===== src/hdl/uesc_cfg.svh =====
// constants: register indices, field positions, masks and reset values
`ifndef UESC_CFG_SVH
`define UESC_CFG_SVH
`define UESC_IDX_HUB_CA   14'h1FA7
`define UESC_IDX_FN0_CA   14'h1FDD
`define UESC_IDX_FN1_CA   14'h1FDC
`define UESC_IDX_FN2_CA   14'h1FDB
`define UESC_IDX_HUB_CSR  14'h1FA6
`define UESC_IDX_FN0_CSR  14'h1FDA
`define UESC_IDX_FN1_CSR  14'h1FD9
`define UESC_IDX_FN2_CSR  14'h1FD8
`define UESC_IDX_HUB_BC   14'h1FA5
`define UESC_IDX_FN0_BC   14'h1FCA
`define UESC_IDX_FN1_BC   14'h1FC9
`define UESC_IDX_FN2_BC   14'h1FC8
`define UESC_IDX_ISO      14'h1FA9
`define UESC_CA_DIR       7
`define UESC_CA_DEND      6
`define UESC_CA_FSTALL    5
`define UESC_CA_TXRDY     4
`define UESC_FL_HALT      3
`define UESC_FL_SETUP     2
`define UESC_FL_OUT       1
`define UESC_FL_TXC       0
`define UESC_CA_RST       4'h0
`define UESC_FL_RST       4'h0
`define UESC_BC_RST       6'h00
`define UESC_ISO_RST      4'h0
`define UESC_CA_MASK_CTRL 4'hF
`define UESC_CA_MASK_FN   4'h7
`define UESC_FL_MASK_CTRL 4'hF
`define UESC_FL_MASK_FN   4'hA
`define UESC_CRC_BYTES    6'h02
`define UESC_MAX_LEN      8
`define UESC_RESP_OKAY    2'h0
`define UESC_RESP_SLVERR  2'h2
`endif


===== src/hdl/uesc_pkg.sv =====
// types shared by the endpoint status block
package uesc_pkg;
	typedef enum logic [2:0] {
		hs_nak   = 3'h0,
		hs_ack   = 3'h1,
		hs_data  = 3'h3,
		hs_stall = 3'h2,
		hs_zlp1  = 3'h6
	} uesc_hs_t;
endpackage


===== src/hdl/uesc_ep.sv =====
// one endpoint: control bits, status flags, byte count, handshake choice
`timescale 1ns/1ps
`default_nettype none
`include "uesc_cfg.svh"

module uesc_ep #(
	parameter bit IS_CTRL = 1'h1,
	parameter int MAX_LEN = `UESC_MAX_LEN
) (
	input  wire logic          clock,      // system clock
	input  wire logic          rst_n,      // sync reset
	input  wire logic          ca_we,      // control-and-ack write
	input  wire logic          bc_we,      // byte count write
	input  wire logic [7:0]    wdata,      // write data
	input  wire logic          is_iso,     // isochronous type
	input  wire logic          ev_setup,   // setup data stored
	input  wire logic          ev_out,     // out data arrived
	input  wire logic          ev_in_ack,  // host acked in data
	input  wire logic          ev_in_sent, // in data sent
	input  wire logic          ev_stall,   // stall sent
	input  wire logic          ev_status,  // status stage done
	input  wire logic [3:0]    ev_len,     // payload bytes
	input  wire logic          tok_in,     // token is in
	output logic [7:0]         ca_rd,      // control-and-ack view
	output logic [7:0]         csr_rd,     // status view
	output logic [7:0]         bc_rd,      // byte count view
	output uesc_pkg::uesc_hs_t resp,       // answer to a token
	output logic               irq         // event pulse
);
	import uesc_pkg::*;

	localparam logic [3:0] FL_M = IS_CTRL ? `UESC_FL_MASK_CTRL : `UESC_FL_MASK_FN;
	localparam logic [3:0] CA_M = IS_CTRL ? `UESC_CA_MASK_CTRL : `UESC_CA_MASK_FN;

	if (MAX_LEN < 1 || MAX_LEN > 15)
		$error("MAX_LEN out of range");

	logic [7:4] ca_r, ca_nxt;
	logic [3:0] fl_r, fl_nxt;
	logic [5:0] bc_r, bc_nxt;
	logic [3:0] set, clr;
	logic       len_ok, stp, out_take, hw_clr_rdy;

	always_comb
	begin
		len_ok = (ev_len <= 4'(MAX_LEN));
		stp = ev_setup && len_ok && IS_CTRL;
		out_take = ev_out && len_ok && !fl_r[`UESC_FL_OUT];
		hw_clr_rdy = ca_r[`UESC_CA_TXRDY] && (ev_in_ack || (ev_in_sent && is_iso));
		set = 4'h0;
		set[`UESC_FL_HALT] = ev_stall;
		set[`UESC_FL_SETUP] = stp;
		set[`UESC_FL_OUT] = out_take;
		set[`UESC_FL_TXC] = ev_status || (ev_in_ack && ca_r[`UESC_CA_TXRDY]);
		clr = ca_we ? wdata[3:0] : 4'h0;
		fl_nxt = (set | (fl_r & ~clr)) & FL_M;
		if (stp)
			fl_nxt = set & FL_M;
		ca_nxt = ca_r;
		if (hw_clr_rdy)
			ca_nxt[`UESC_CA_TXRDY] = 1'h0;
		if (ca_we)
			ca_nxt = wdata[7:4] & CA_M;
		bc_nxt = bc_r;
		if (stp || out_take)
			bc_nxt = 6'(ev_len) + `UESC_CRC_BYTES;
		else if (bc_we)
			bc_nxt = wdata[5:0];
		// setup, out, status end, acked in with tx complete
		irq = stp || out_take || (ev_status && IS_CTRL)
			|| (hw_clr_rdy && fl_nxt[`UESC_FL_TXC]);
		if (ca_r[`UESC_CA_FSTALL])
			resp = hs_stall;
		else if (tok_in && ca_r[`UESC_CA_TXRDY])
			resp = hs_data;
		else if (tok_in && IS_CTRL && ca_r[`UESC_CA_DEND] && !ca_r[`UESC_CA_DIR])
			resp = hs_zlp1;
		else if (tok_in || fl_r[`UESC_FL_OUT])
			resp = hs_nak;
		else
			resp = hs_ack;
		ca_rd = {ca_r, 4'h0};
		csr_rd = {4'h0, fl_r};
		bc_rd = {2'h0, bc_r};
	end

	always_ff @(posedge clock)
	begin
		if (!rst_n)
		begin
			ca_r <= `UESC_CA_RST;
			fl_r <= `UESC_FL_RST;
			bc_r <= `UESC_BC_RST;
		end
		else
		begin
			ca_r <= ca_nxt;
			fl_r <= fl_nxt;
			bc_r <= bc_nxt;
		end
	end
endmodule // uesc_ep
`default_nettype wire


===== src/hdl/uesc_top.sv =====
// top: endpoint status and handshake block with an axi4-lite register slave
`timescale 1ns/1ps
`default_nettype none
`include "uesc_cfg.svh"

//----------------------------------------------------------------------------
//----------------------------------------------------------------------------

module uesc_top #(
	parameter int MAX_LEN = `UESC_MAX_LEN // largest payload in bytes
) (
	input  wire logic          clock,         // 100 MHz system clock
	input  wire logic          rst_n,         // sync reset, active low
	input  wire logic [15:0]   s_axi_awaddr,  // write address
	input  wire logic          s_axi_awvalid, // write address valid
	output logic               s_axi_awready, // write address ready
	input  wire logic [31:0]   s_axi_wdata,   // write data
	input  wire logic [3:0]    s_axi_wstrb,   // byte enables
	input  wire logic          s_axi_wvalid,  // write data valid
	output logic               s_axi_wready,  // write data ready
	output logic [1:0]         s_axi_bresp,   // write response
	output logic               s_axi_bvalid,  // write response valid
	input  wire logic          s_axi_bready,  // write response ready
	input  wire logic [15:0]   s_axi_araddr,  // read address
	input  wire logic          s_axi_arvalid, // read address valid
	output logic               s_axi_arready, // read address ready
	output logic [31:0]        s_axi_rdata,   // read data
	output logic [1:0]         s_axi_rresp,   // read response
	output logic               s_axi_rvalid,  // read data valid
	input  wire logic          s_axi_rready,  // read data ready
	input  wire logic          tok_valid,     // token pulse from sie
	input  wire logic          tok_in,        // token is in
	input  wire logic [1:0]    tok_ep,        // token endpoint
	input  wire logic [1:0]    ev_ep,         // event endpoint
	input  wire logic          ev_setup,      // setup data stored
	input  wire logic          ev_out,        // out data arrived
	input  wire logic          ev_in_ack,     // host acked in data
	input  wire logic          ev_in_sent,    // in data sent
	input  wire logic          ev_stall,      // stall sent
	input  wire logic          ev_status,     // status stage done
	input  wire logic [3:0]    ev_len,        // payload bytes
	input  wire logic          hub_chg,       // hub status changed
	input  wire logic [2:0]    port_chg,      // port 3..1 changed
	output logic               hs_valid,      // answer pulse
	output uesc_pkg::uesc_hs_t hs_code,       // answer kind
	output logic [5:0]         hs_len,        // payload of in data
	output logic [3:0]         ep_irq,        // endpoint event pulses
	output logic [7:0]         hub_bitmap     // change bitmap to host
);
	import uesc_pkg::*;

	//------------------------------------------------------------------------
	// map
	//------------------------------------------------------------------------
	localparam int NEP = 4;
	localparam logic [13:0] CA_IDX [NEP] = '{
		`UESC_IDX_HUB_CA, `UESC_IDX_FN0_CA, `UESC_IDX_FN1_CA, `UESC_IDX_FN2_CA};
	localparam logic [13:0] CSR_IDX [NEP] = '{
		`UESC_IDX_HUB_CSR, `UESC_IDX_FN0_CSR, `UESC_IDX_FN1_CSR, `UESC_IDX_FN2_CSR};
	localparam logic [13:0] BC_IDX [NEP] = '{
		`UESC_IDX_HUB_BC, `UESC_IDX_FN0_BC, `UESC_IDX_FN1_BC, `UESC_IDX_FN2_BC};

	if (MAX_LEN < 1 || MAX_LEN > 15)
		$error("MAX_LEN out of range");

	logic [NEP-1:0] ca_we;
	logic [NEP-1:0] bc_we;
	logic [7:0]     ca_rd  [NEP];
	logic [7:0]     csr_rd [NEP];
	logic [7:0]     bc_rd  [NEP];
	uesc_hs_t       resp   [NEP];
	logic [NEP-1:0] irq;

	logic           awready_r, awready_nxt;
	logic           aw_have_r, aw_have_nxt;
	logic [13:0]    aw_idx_r, aw_idx_nxt;
	logic           wready_r, wready_nxt;
	logic           w_have_r, w_have_nxt;
	logic [7:0]     w_data_r, w_data_nxt;
	logic           w_lane_r, w_lane_nxt;
	logic           bvalid_r, bvalid_nxt;
	logic [1:0]     bresp_r, bresp_nxt;
	logic           do_wr;
	logic           wr_hit;
	logic [3:0]     iso_r, iso_nxt;
	logic           arready_r, arready_nxt;
	logic           rvalid_r, rvalid_nxt;
	logic [7:0]     rdata_r, rdata_nxt;
	logic [1:0]     rresp_r, rresp_nxt;
	logic [7:0]     rd_val;
	logic           rd_hit;
	logic           hs_valid_r, hs_valid_nxt;
	uesc_hs_t       hs_code_r, hs_code_nxt;
	logic [5:0]     hs_len_r, hs_len_nxt;
	logic [3:0]     irq_r;
	logic [7:0]     bitmap_r, bitmap_nxt;

	//------------------------------------------------------------------------
	// endpoints: hub ep0, function ep0 are control; function ep1, ep2 are not
	//------------------------------------------------------------------------
	for (genvar i = 0; i < NEP; i++)
	begin : g_ep
		uesc_ep #(
			.IS_CTRL (i < 2),
			.MAX_LEN (MAX_LEN)
		) u_ep (
			.clock      (clock),
			.rst_n      (rst_n),
			.ca_we      (ca_we[i]),
			.bc_we      (bc_we[i]),
			.wdata      (w_data_r),
			.is_iso     (iso_r[i]),
			.ev_setup   (ev_setup && ev_ep == 2'(i)),
			.ev_out     (ev_out && ev_ep == 2'(i)),
			.ev_in_ack  (ev_in_ack && ev_ep == 2'(i)),
			.ev_in_sent (ev_in_sent && ev_ep == 2'(i)),
			.ev_stall   (ev_stall && ev_ep == 2'(i)),
			.ev_status  (ev_status && ev_ep == 2'(i)),
			.ev_len     (ev_len),
			.tok_in     (tok_in),
			.ca_rd      (ca_rd[i]),
			.csr_rd     (csr_rd[i]),
			.bc_rd      (bc_rd[i]),
			.resp       (resp[i]),
			.irq        (irq[i])
		);
	end

	//------------------------------------------------------------------------
	// write channel: address and data in either order, then one response
	//------------------------------------------------------------------------
	always_comb
	begin
		aw_have_nxt = aw_have_r;
		aw_idx_nxt = aw_idx_r;
		w_have_nxt = w_have_r;
		w_data_nxt = w_data_r;
		w_lane_nxt = w_lane_r;
		bvalid_nxt = bvalid_r;
		bresp_nxt = bresp_r;
		iso_nxt = iso_r;
		ca_we = 4'h0;
		bc_we = 4'h0;
		wr_hit = 1'h0;
		if (s_axi_awvalid && awready_r)
		begin
			aw_have_nxt = 1'h1;
			aw_idx_nxt = s_axi_awaddr[15:2];
		end
		if (s_axi_wvalid && wready_r)
		begin
			w_have_nxt = 1'h1;
			w_data_nxt = s_axi_wdata[7:0];
			w_lane_nxt = s_axi_wstrb[0];
		end
		do_wr = aw_have_r && w_have_r;
		for (int i = 0; i < NEP; i++)
		begin
			if (aw_idx_r == CA_IDX[i])
			begin
				wr_hit = 1'h1;
				ca_we[i] = do_wr && w_lane_r;
			end
			if (aw_idx_r == BC_IDX[i])
			begin
				wr_hit = 1'h1;
				bc_we[i] = do_wr && w_lane_r;
			end
			// status is read-only: accepted, no effect
			if (aw_idx_r == CSR_IDX[i])
				wr_hit = 1'h1;
		end
		if (aw_idx_r == `UESC_IDX_ISO)
		begin
			wr_hit = 1'h1;
			if (do_wr && w_lane_r)
				iso_nxt = w_data_r[3:0];
		end
		if (do_wr)
		begin
			aw_have_nxt = 1'h0;
			w_have_nxt = 1'h0;
			bvalid_nxt = 1'h1;
			bresp_nxt = wr_hit ? `UESC_RESP_OKAY : `UESC_RESP_SLVERR;
		end
		if (bvalid_r && s_axi_bready)
			bvalid_nxt = 1'h0;
		awready_nxt = !aw_have_nxt && !bvalid_nxt && !do_wr;
		wready_nxt = !w_have_nxt && !bvalid_nxt && !do_wr;
	end

	always_ff @(posedge clock)
	begin
		if (!rst_n)
		begin
			awready_r <= 1'h0;
			aw_have_r <= 1'h0;
			aw_idx_r <= 14'h0000;
			wready_r <= 1'h0;
			w_have_r <= 1'h0;
			w_data_r <= 8'h00;
			w_lane_r <= 1'h0;
			bvalid_r <= 1'h0;
			bresp_r <= `UESC_RESP_OKAY;
			iso_r <= `UESC_ISO_RST;
		end
		else
		begin
			awready_r <= awready_nxt;
			aw_have_r <= aw_have_nxt;
			aw_idx_r <= aw_idx_nxt;
			wready_r <= wready_nxt;
			w_have_r <= w_have_nxt;
			w_data_r <= w_data_nxt;
			w_lane_r <= w_lane_nxt;
			bvalid_r <= bvalid_nxt;
			bresp_r <= bresp_nxt;
			iso_r <= iso_nxt;
		end
	end

	//------------------------------------------------------------------------
	// read channel: data one cycle after the address is taken
	//------------------------------------------------------------------------
	always_comb
	begin
		rd_val = 8'h00;
		rd_hit = 1'h0;
		for (int i = 0; i < NEP; i++)
		begin
			if (s_axi_araddr[15:2] == CA_IDX[i])
			begin
				rd_hit = 1'h1;
				rd_val = ca_rd[i];
			end
			if (s_axi_araddr[15:2] == CSR_IDX[i])
			begin
				rd_hit = 1'h1;
				rd_val = csr_rd[i];
			end
			if (s_axi_araddr[15:2] == BC_IDX[i])
			begin
				rd_hit = 1'h1;
				rd_val = bc_rd[i];
			end
		end
		if (s_axi_araddr[15:2] == `UESC_IDX_ISO)
		begin
			rd_hit = 1'h1;
			rd_val = {4'h0, iso_r};
		end
		rvalid_nxt = rvalid_r;
		rdata_nxt = rdata_r;
		rresp_nxt = rresp_r;
		if (s_axi_arvalid && arready_r)
		begin
			rvalid_nxt = 1'h1;
			rdata_nxt = rd_val;
			rresp_nxt = rd_hit ? `UESC_RESP_OKAY : `UESC_RESP_SLVERR;
		end
		else if (rvalid_r && s_axi_rready)
			rvalid_nxt = 1'h0;
		arready_nxt = !rvalid_nxt;
	end

	always_ff @(posedge clock)
	begin
		if (!rst_n)
		begin
			arready_r <= 1'h0;
			rvalid_r <= 1'h0;
			rdata_r <= 8'h00;
			rresp_r <= `UESC_RESP_OKAY;
		end
		else
		begin
			arready_r <= arready_nxt;
			rvalid_r <= rvalid_nxt;
			rdata_r <= rdata_nxt;
			rresp_r <= rresp_nxt;
		end
	end

	//------------------------------------------------------------------------
	// link side: token answer, event pulses, change bitmap
	//------------------------------------------------------------------------
	always_comb
	begin
		hs_valid_nxt = tok_valid;
		hs_code_nxt = tok_valid ? resp[tok_ep] : hs_nak;
		hs_len_nxt = 6'h00;
		// payload is count less crc
		if (hs_code_nxt == hs_data && bc_rd[tok_ep][5:0] >= `UESC_CRC_BYTES)
			hs_len_nxt = bc_rd[tok_ep][5:0] - `UESC_CRC_BYTES;
		bitmap_nxt = {4'h0, port_chg, hub_chg};
	end

	always_ff @(posedge clock)
	begin
		if (!rst_n)
		begin
			hs_valid_r <= 1'h0;
			hs_code_r <= hs_nak;
			hs_len_r <= 6'h00;
			irq_r <= 4'h0;
			bitmap_r <= 8'h00;
		end
		else
		begin
			hs_valid_r <= hs_valid_nxt;
			hs_code_r <= hs_code_nxt;
			hs_len_r <= hs_len_nxt;
			irq_r <= irq;
			bitmap_r <= bitmap_nxt;
		end
	end

	assign s_axi_awready = awready_r;
	assign s_axi_wready = wready_r;
	assign s_axi_bvalid = bvalid_r;
	assign s_axi_bresp = bresp_r;
	assign s_axi_arready = arready_r;
	assign s_axi_rvalid = rvalid_r;
	assign s_axi_rdata = {24'h000000, rdata_r};
	assign s_axi_rresp = rresp_r;
	assign hs_valid = hs_valid_r;
	assign hs_code = hs_code_r;
	assign hs_len = hs_len_r;
	assign ep_irq = irq_r;
	assign hub_bitmap = bitmap_r;
endmodule // uesc_top
`default_nettype wire


===== config.mk =====
export PLATFORM = sky130hd
export DESIGN_NAME = uesc_top
export DESIGN_NICKNAME = d
export VERILOG_FILES = /design/src/hdl/uesc_pkg.sv /design/src/hdl/uesc_ep.sv /design/src/hdl/uesc_top.sv
export VERILOG_INCLUDE_DIRS = /design/src /design/src/hdl
export SDC_FILE = /design/constraint.sdc
export NUM_CORES = 1
export LEC_CHECK = 0
export BUFFER_PORTS_ARGS = -buffer_cell sky130_fd_sc_hd__buf_2
export CORE_AREA = 2 2 122 124
export DETAILED_ROUTE_END_ITERATION = 12
export DIE_AREA = 0 0 124 126
export PLACE_DENSITY_LB_ADDON = 0.25
export SYNTH_ARGS = -nofsm -noshare
export SYNTH_HDL_FRONTEND = slang
export SYNTH_SLANG_ARGS = --single-unit

===== constraint.sdc =====
create_clock -name clock -period 2.4 [get_ports clock]
set_input_delay 0.24 -clock clock [delete_from_list [all_inputs] [get_ports clock]]
set_output_delay 0.24 -clock clock [all_outputs]
set_load 0.005 [all_outputs]

# Word level (Yosys, flattened, before mapping)
# Index checks and enable logic that the tools add are counted.
[classes]
order_cmp = 3
reduce_logical = 106
n_eq_ne = 30
mux = 100
n_bitwise = 13
addsub = 2
[ops]
columns = ["operator", "count"]
rows = [
  ["$eq 14x13->1 const B", 26],
  ["$mux 8", 13],
  ["$logic_and 1x1->1", 66],
  ["$mux 6", 10],
  ["$mux 1", 54],
  ["$mux 3", 13],
  ["$mux 4", 6],
  ["$logic_or 1x1->1", 18],
  ["$and 4x4->4", 4],
  ["$bmux 8 s2", 1],
  ["$not 4->4", 4],
  ["$or 4x4->4", 4],
  ["$reduce_bool 2->1", 8],
  ["$logic_not 1->1", 11],
  ["$bmux 3 s2", 1],
  ["$ge 6x2->1 const B", 1],
  ["$sub 6x2->6 const B", 1],
  ["$add 4x2->5 const B", 1],
  ["$eq 2x2->1 const B", 2],
  ["$le 4x4->1 const B", 1],
  ["$mux 2", 2],
  ["$reduce_and 2->1", 2],
  ["$eq 3x2->1 const B", 1],
  ["$ge 3x3->1 const B", 1],
  ["other kinds (3)", 3],
]
[word_totals]
register_bits = 122
output_inout_bits = 63
word_cells = 292

# Logic depth before layout (Yosys ltp)
[logic_depth]
word_depth = 15
ltp_mapped = 7
mapped_depth_nobuf = 6

# By module
# A second synthesis with hierarchy kept.
[unflattened]
hier_cells = 906
area_unflattened_um2 = 7442.1
[modules_own_cells]
columns = ["mod", "cells_each", "instances", "area_per_inst_um2"]
rows = [
  ["uesc_top", 592, 1, 4616.9],
  ["uesc_ep at g_ep[0].u_ep ...", 85, 2, 772.0],
  ["uesc_ep at g_ep[2].u_ep ...", 72, 2, 640.6],
]

# Least setup slack after synthesis
# OpenSTA, ideal clock, no wires.
[synth_path]
path_type = "register -> register"
from = "register aw_idx_r[13]"
to = "register irq_r[0], in the netlist ep_irq[0]"
period_less_slack_ns = 1.883
path_stages_with_launch = 7
t_required_ns = 2.280
setup_slack_ns = 0.517
t_arrival_ns = 1.763
setup_ns = 0.120
cell_sequence = "dfxtp_1 > nand2b_1 > nor4_4 > nor4b_4 > a21oi_2 > nor2b_1 > o31a_1"
[synth_via]
elab_chain_cells = 9
[synth_lines]
columns = ["item", "line_no", "text"]
rows = [
  ["from (decl)", "uesc_top.sv:76", "logic [13:0] aw_idx_r, aw_idx_nxt;"],
  ["from (signal assigned)", "uesc_top.sv:211", "aw_idx_r <= aw_idx_nxt;"],
  ["$eq 14x13->1", "uesc_top.sv:159", "if (aw_idx_r == CA_IDX[i])"],
  ["$mux 1", "uesc_top.sv:159", ""],
  ["$mux 4", "uesc_ep.sv:55", "clr = ca_we ? wdata[3:0] : 4'h0;"],
  ["$not 4->4", "uesc_ep.sv:56", "fl_nxt = (set | (fl_r & ~clr)) & FL_M;"],
  ["$and 4x4->4", "uesc_ep.sv:56", ""],
  ["$or 4x4->4", "uesc_ep.sv:56", ""],
  ["$mux 4", "uesc_ep.sv:57", "if (stp)"],
  ["$logic_and 1x1->1", "uesc_ep.sv:71", "|| (hw_clr_rdy && fl_nxt[`UESC_FL_TXC]);"],
  ["$logic_or 1x1->1", "uesc_ep.sv:70", "irq = stp || out_take || (ev_status && IS_CTRL)"],
  ["to (signal assigned)", "uesc_top.sv:313", "irq_r <= irq;"],
  ["to (decl)", "uesc_top.sv:95", "logic [3:0] irq_r;"],
]
# No other way between the ends.
# A chain may end at the register's enable or synchronous reset.

# Worst setup path in the final report
[layout_path]
from = "register aw_idx_r[3]"
to = "register g_ep[2].u_ep.ca_r[5] in the netlist's numbering"
[layout_via]
elab_chain_cells = 2
[layout_lines]
columns = ["item", "line_no", "text"]
rows = [
  ["$eq 14x13->1", "uesc_top.sv:159", ""],
  ["$mux 1", "uesc_top.sv:159", ""],
  ["to (signal assigned)", "uesc_ep.sv:91", "ca_r <= `UESC_CA_RST;"],
  ["to (signal assigned)", "uesc_ep.sv:97", "ca_r <= ca_nxt;"],
  ["to (decl)", "uesc_ep.sv:38", "logic [7:4] ca_r, ca_nxt;"],
]
# No other way between the ends.

==> summary by stage <==
Outcome
The flow ran to the end, and the final reports show no timing, DRC or antenna violations.

Timing
The slew at the pin with the worst max-slew slack is 703 ps. Dividing the final minimum period by the clock period gives 0.860. The upper clock frequency limit is 0.484 GHz. Setup violations remaining at the end of the flow were counted as 0. The total count of hold-check failures in the final report is 0.

Setup total negative slack on the finished layout was measured at 0 ps. The count of final max-slew check failures is 0. Setup repair after global routing left no endpoint under its margin. The final critical path time including I/O delays and setup is 2060 ps. The setup clock skew after layout is 10.8 ps. The remaining max-slew budget at the tightest pin is 0.526.

Cells and area
The layout overhead on the synthesized area is 14.5%. The ratio of cells with drive above 1 in the final layout is 0.185. The post-route standard cell area excluding fillers is 6600 µm². The sequential cell area in the final layout is 2240 µm².

The area of combinational cells with multiple inputs is 3210 µm². Counting the fill cells in the layout gives 1,442. The number of nets at the end of the flow is 874. Once layout is complete, the utilization of the core stands at 0.461. The number of antenna repair diodes is 0.

Clock network
The clock tree from TritonCTS is built. The cell at the root of the clock tree is clkbuf_16. The maximum buffer depth of the clock tree is 2. For this design, the CTS-stage hold fixing added 0 buffers. The number of resized instances in the post-cts repair step is 0. The maximum level of the CTS H-tree is 3.

The post-CTS setup-driven buffer insertion count is 0. The count of clock tree sinks is 112. Counting the buffers created by CTS gives 9. For the worst-skew pair, the clock arrives at the later sink with an insertion delay of 360 ps. After clock tree synthesis, the clock-pin slew on the worst setup and hold paths is 80 ps.

Synth
Counting flops with an async set or reset pin after synthesis yields a share of 0. Synthesis instantiated 65 different standard cells from the library. The post-synthesis instance total is 698.

For this run, the register share of the synthesized area comes to 0.389. The most used flip-flop cell after synthesis is dfxtp_1. The mean area per synthesized cell is 8.26 µm². The count of flip-flops with a built-in enable after synthesis is 0. Synthesis inferred 112 register bits.

The synthesis warning total is 0. In this run the cell area of the synthesized design comes to 5770 µm².

Worst setup path
Data arrives at the worst endpoint at 2310 ps. The startpoint type of the worst setup path is a flip-flop. The endpoint kind of the worst setup timing path is a flip-flop. STA puts the critical path data required time at 2640 ps.

The critical path is of the reg -> reg type. The highest net fanout along the worst path is 7.

Placed design
The HPWL reported at the end of detailed placement is 13,500 µm. The count of buffers from port buffering is 96. At the end of routability-driven placement, the weighted congestion stood at 0.986. Once placement finished, the instance area stood at 6290 µm².

Power
Power spread over the standard cell area amounts to 605 nW/µm². The maximum vdd drop is 0.326 mV. The static leakage is 2.72 nW.

Global routing
Entering global routing, the biggest net connects 41 pins. The total routing resource utilization after global routing is 0.224. The via count of the first global-routing pass is 4,995.

The remaining global-route overflow is 0. The first global-routing pass estimated 26,600 µm of wire. The number of antenna violations at the first check in global routing is 0.

Floorplanning
The number of core rows is 44. The starting density of the core is 0.403. The die is 126 µm tall. During I/O placement, the number of pins put on the boundary was 158. The core region is 14,300 µm².

The width of the chip is 124 µm. The floorplan step defined a die boundary enclosing 15,600 µm².

Route
After detailed routing, the number of vias per cell comes to 5.49. The detailed router finished its first iteration with 455 violations. The remaining antenna violation count after routing is 0. The final wirelength is 17,300 µm. In the final routed layout, each cell accounts on average for 17.9 µm. The via total after detailed routing is 5,304.

The pre-antenna-repair detailed-routing pass consisted of 5 iterations. The detailed-route DRC error count is 0.

Flow run
The reported max-cap violation count is 0.

Worst hold path
The path class of the tightest hold or removal check is in -> reg.
==> kinds of logic after synthesis <==
group | share of synthesized area
AO/OA/AOI/OAI | 0.169
XOR/XNOR | 0.00759
adder cells (fa/ha/maj) | 0.00434
buffers and inverters | 0.0740
flip-flops | 0.389
multiplexers | 0.109
other | 0.000650
AND/OR/NAND/NOR | 0.246
==> power breakdown <==
| part | total (mW) | switching, mW | internal [mW] |
|---|---|---|---|
| clock | 1.59 | 0.734 | 0.856 |
| sequential | 1.99 | 0.0729 | 1.92 |
| combinational | 0.414 | 0.248 | 0.165 |
| total | 4.00 | 1.05 | 2.94 |
==> metal layers <==
metal	GRT usage	share of wire
met5	0	0
met3	0.0403	0.063
met1	0.297	0.44
met2	0.356	0.46
met4	0.0958	0.033
==> flip-flops by register name, summed over array words and instances (netlist names), 4 cells and up <==
name	cells
aw_idx_r	14
ep_irq	4
g_ep.u_ep.bc_r	24
g_ep.u_ep.ca_r	14
g_ep.u_ep.fl_r	12
hs_len	6
hub_bitmap	4
iso_r	4
rdata_r	8
w_data_r	8
==> synth_stat cells, types with 3 or more instances <==
library cell | n | area [µm²]
nor2_1 | 54 | 203
a21oi_1 | 67 | 335
a22oi_1 | 4 | 30.0
nor4_4 | 3 | 63.8
dfxtp_1 | 112 | 2240
o22ai_1 | 5 | 31.3
nor3_1 | 16 | 80.1
o21ai_0 | 46 | 230
clkbuf_1 | 29 | 109
a21o_1 | 4 | 30.0
mux4_2 | 6 | 135
inv_1 | 15 | 56.3
nor3b_1 | 4 | 30.0
o221ai_1 | 3 | 26.3
a31oi_1 | 11 | 68.8
o21a_1 | 3 | 22.5
o2bb2ai_1 | 3 | 26.3
nor2b_1 | 12 | 75.1
nand4_1 | 11 | 68.8
nand2_1 | 99 | 372
mux2i_1 | 45 | 450
buf_1 | 5 | 18.8
and2_1 | 12 | 75.1
buf_4 | 31 | 233
nand2b_1 | 15 | 93.8
or3_1 | 4 | 25.0
mux2_2 | 4 | 45.0
xor2_1 | 3 | 26.3
nand4b_1 | 4 | 35.0
and3_1 | 3 | 18.8
nand3_1 | 17 | 85.1
==> placed cells by master, fill, tap and decap left out, types with 15 or more instances in the layout <==
cell,count
nand3_1,17
inv_1,15
nor3_1,16
mux2i_1,45
dfxtp_1,112
conb_1,30
buf_2,96
a21oi_1,67
o21ai_0,46
nand2_1,99
nand2b_1,15
nor2_1,54
==> final timing paths <==
path | start | slack, ps | to | cells past startpoint
min | port_chg[0] | 90 | hub_bitmap[1] | 2
max | aw_idx_r[3] | 340 | g_ep[2].u_ep.ca_r[5] | 6
max reg2reg | aw_idx_r[3] | 340 | g_ep[2].u_ep.ca_r[5] | 6
min reg2reg | aw_idx_r[13] | 460 | aw_idx_r[13] | 2
==> critical path, stage by stage (launching register included) <==
cell and delay, ps:
dfxtp_1 490, nand4b_1 220, nor4_4 360, nand2_1 180, nor4_4 420, mux2i_1 240, nor2_1 50
==> stage by stage <==
stage	std cells	total power [mW]	worst slack, ps	hold slack [ps]
after floorplan	727	2.31	517	367
after global placement	950	2.44	306	438
after detailed placement	950	2.45	219	455
after CTS	966	4.02	312	81.8
after global routing	966	4.15	160	85.7
final	966	4.00	335	86.5
==> layout make-up <==
| class | instances | share of cell area |
|---|---|---|
| timing repair buffer | 106 | 0.0841 |
| sequential | 112 | 0.340 |
| multi-input combinational | 533 | 0.486 |
| clock inverter | 6 | 0.0110 |
| clock buffer | 10 | 0.0362 |
| tap | 184 | 0.0349 |
| inverter | 15 | 0.00853 |
(Power assumes the default switching activity.)
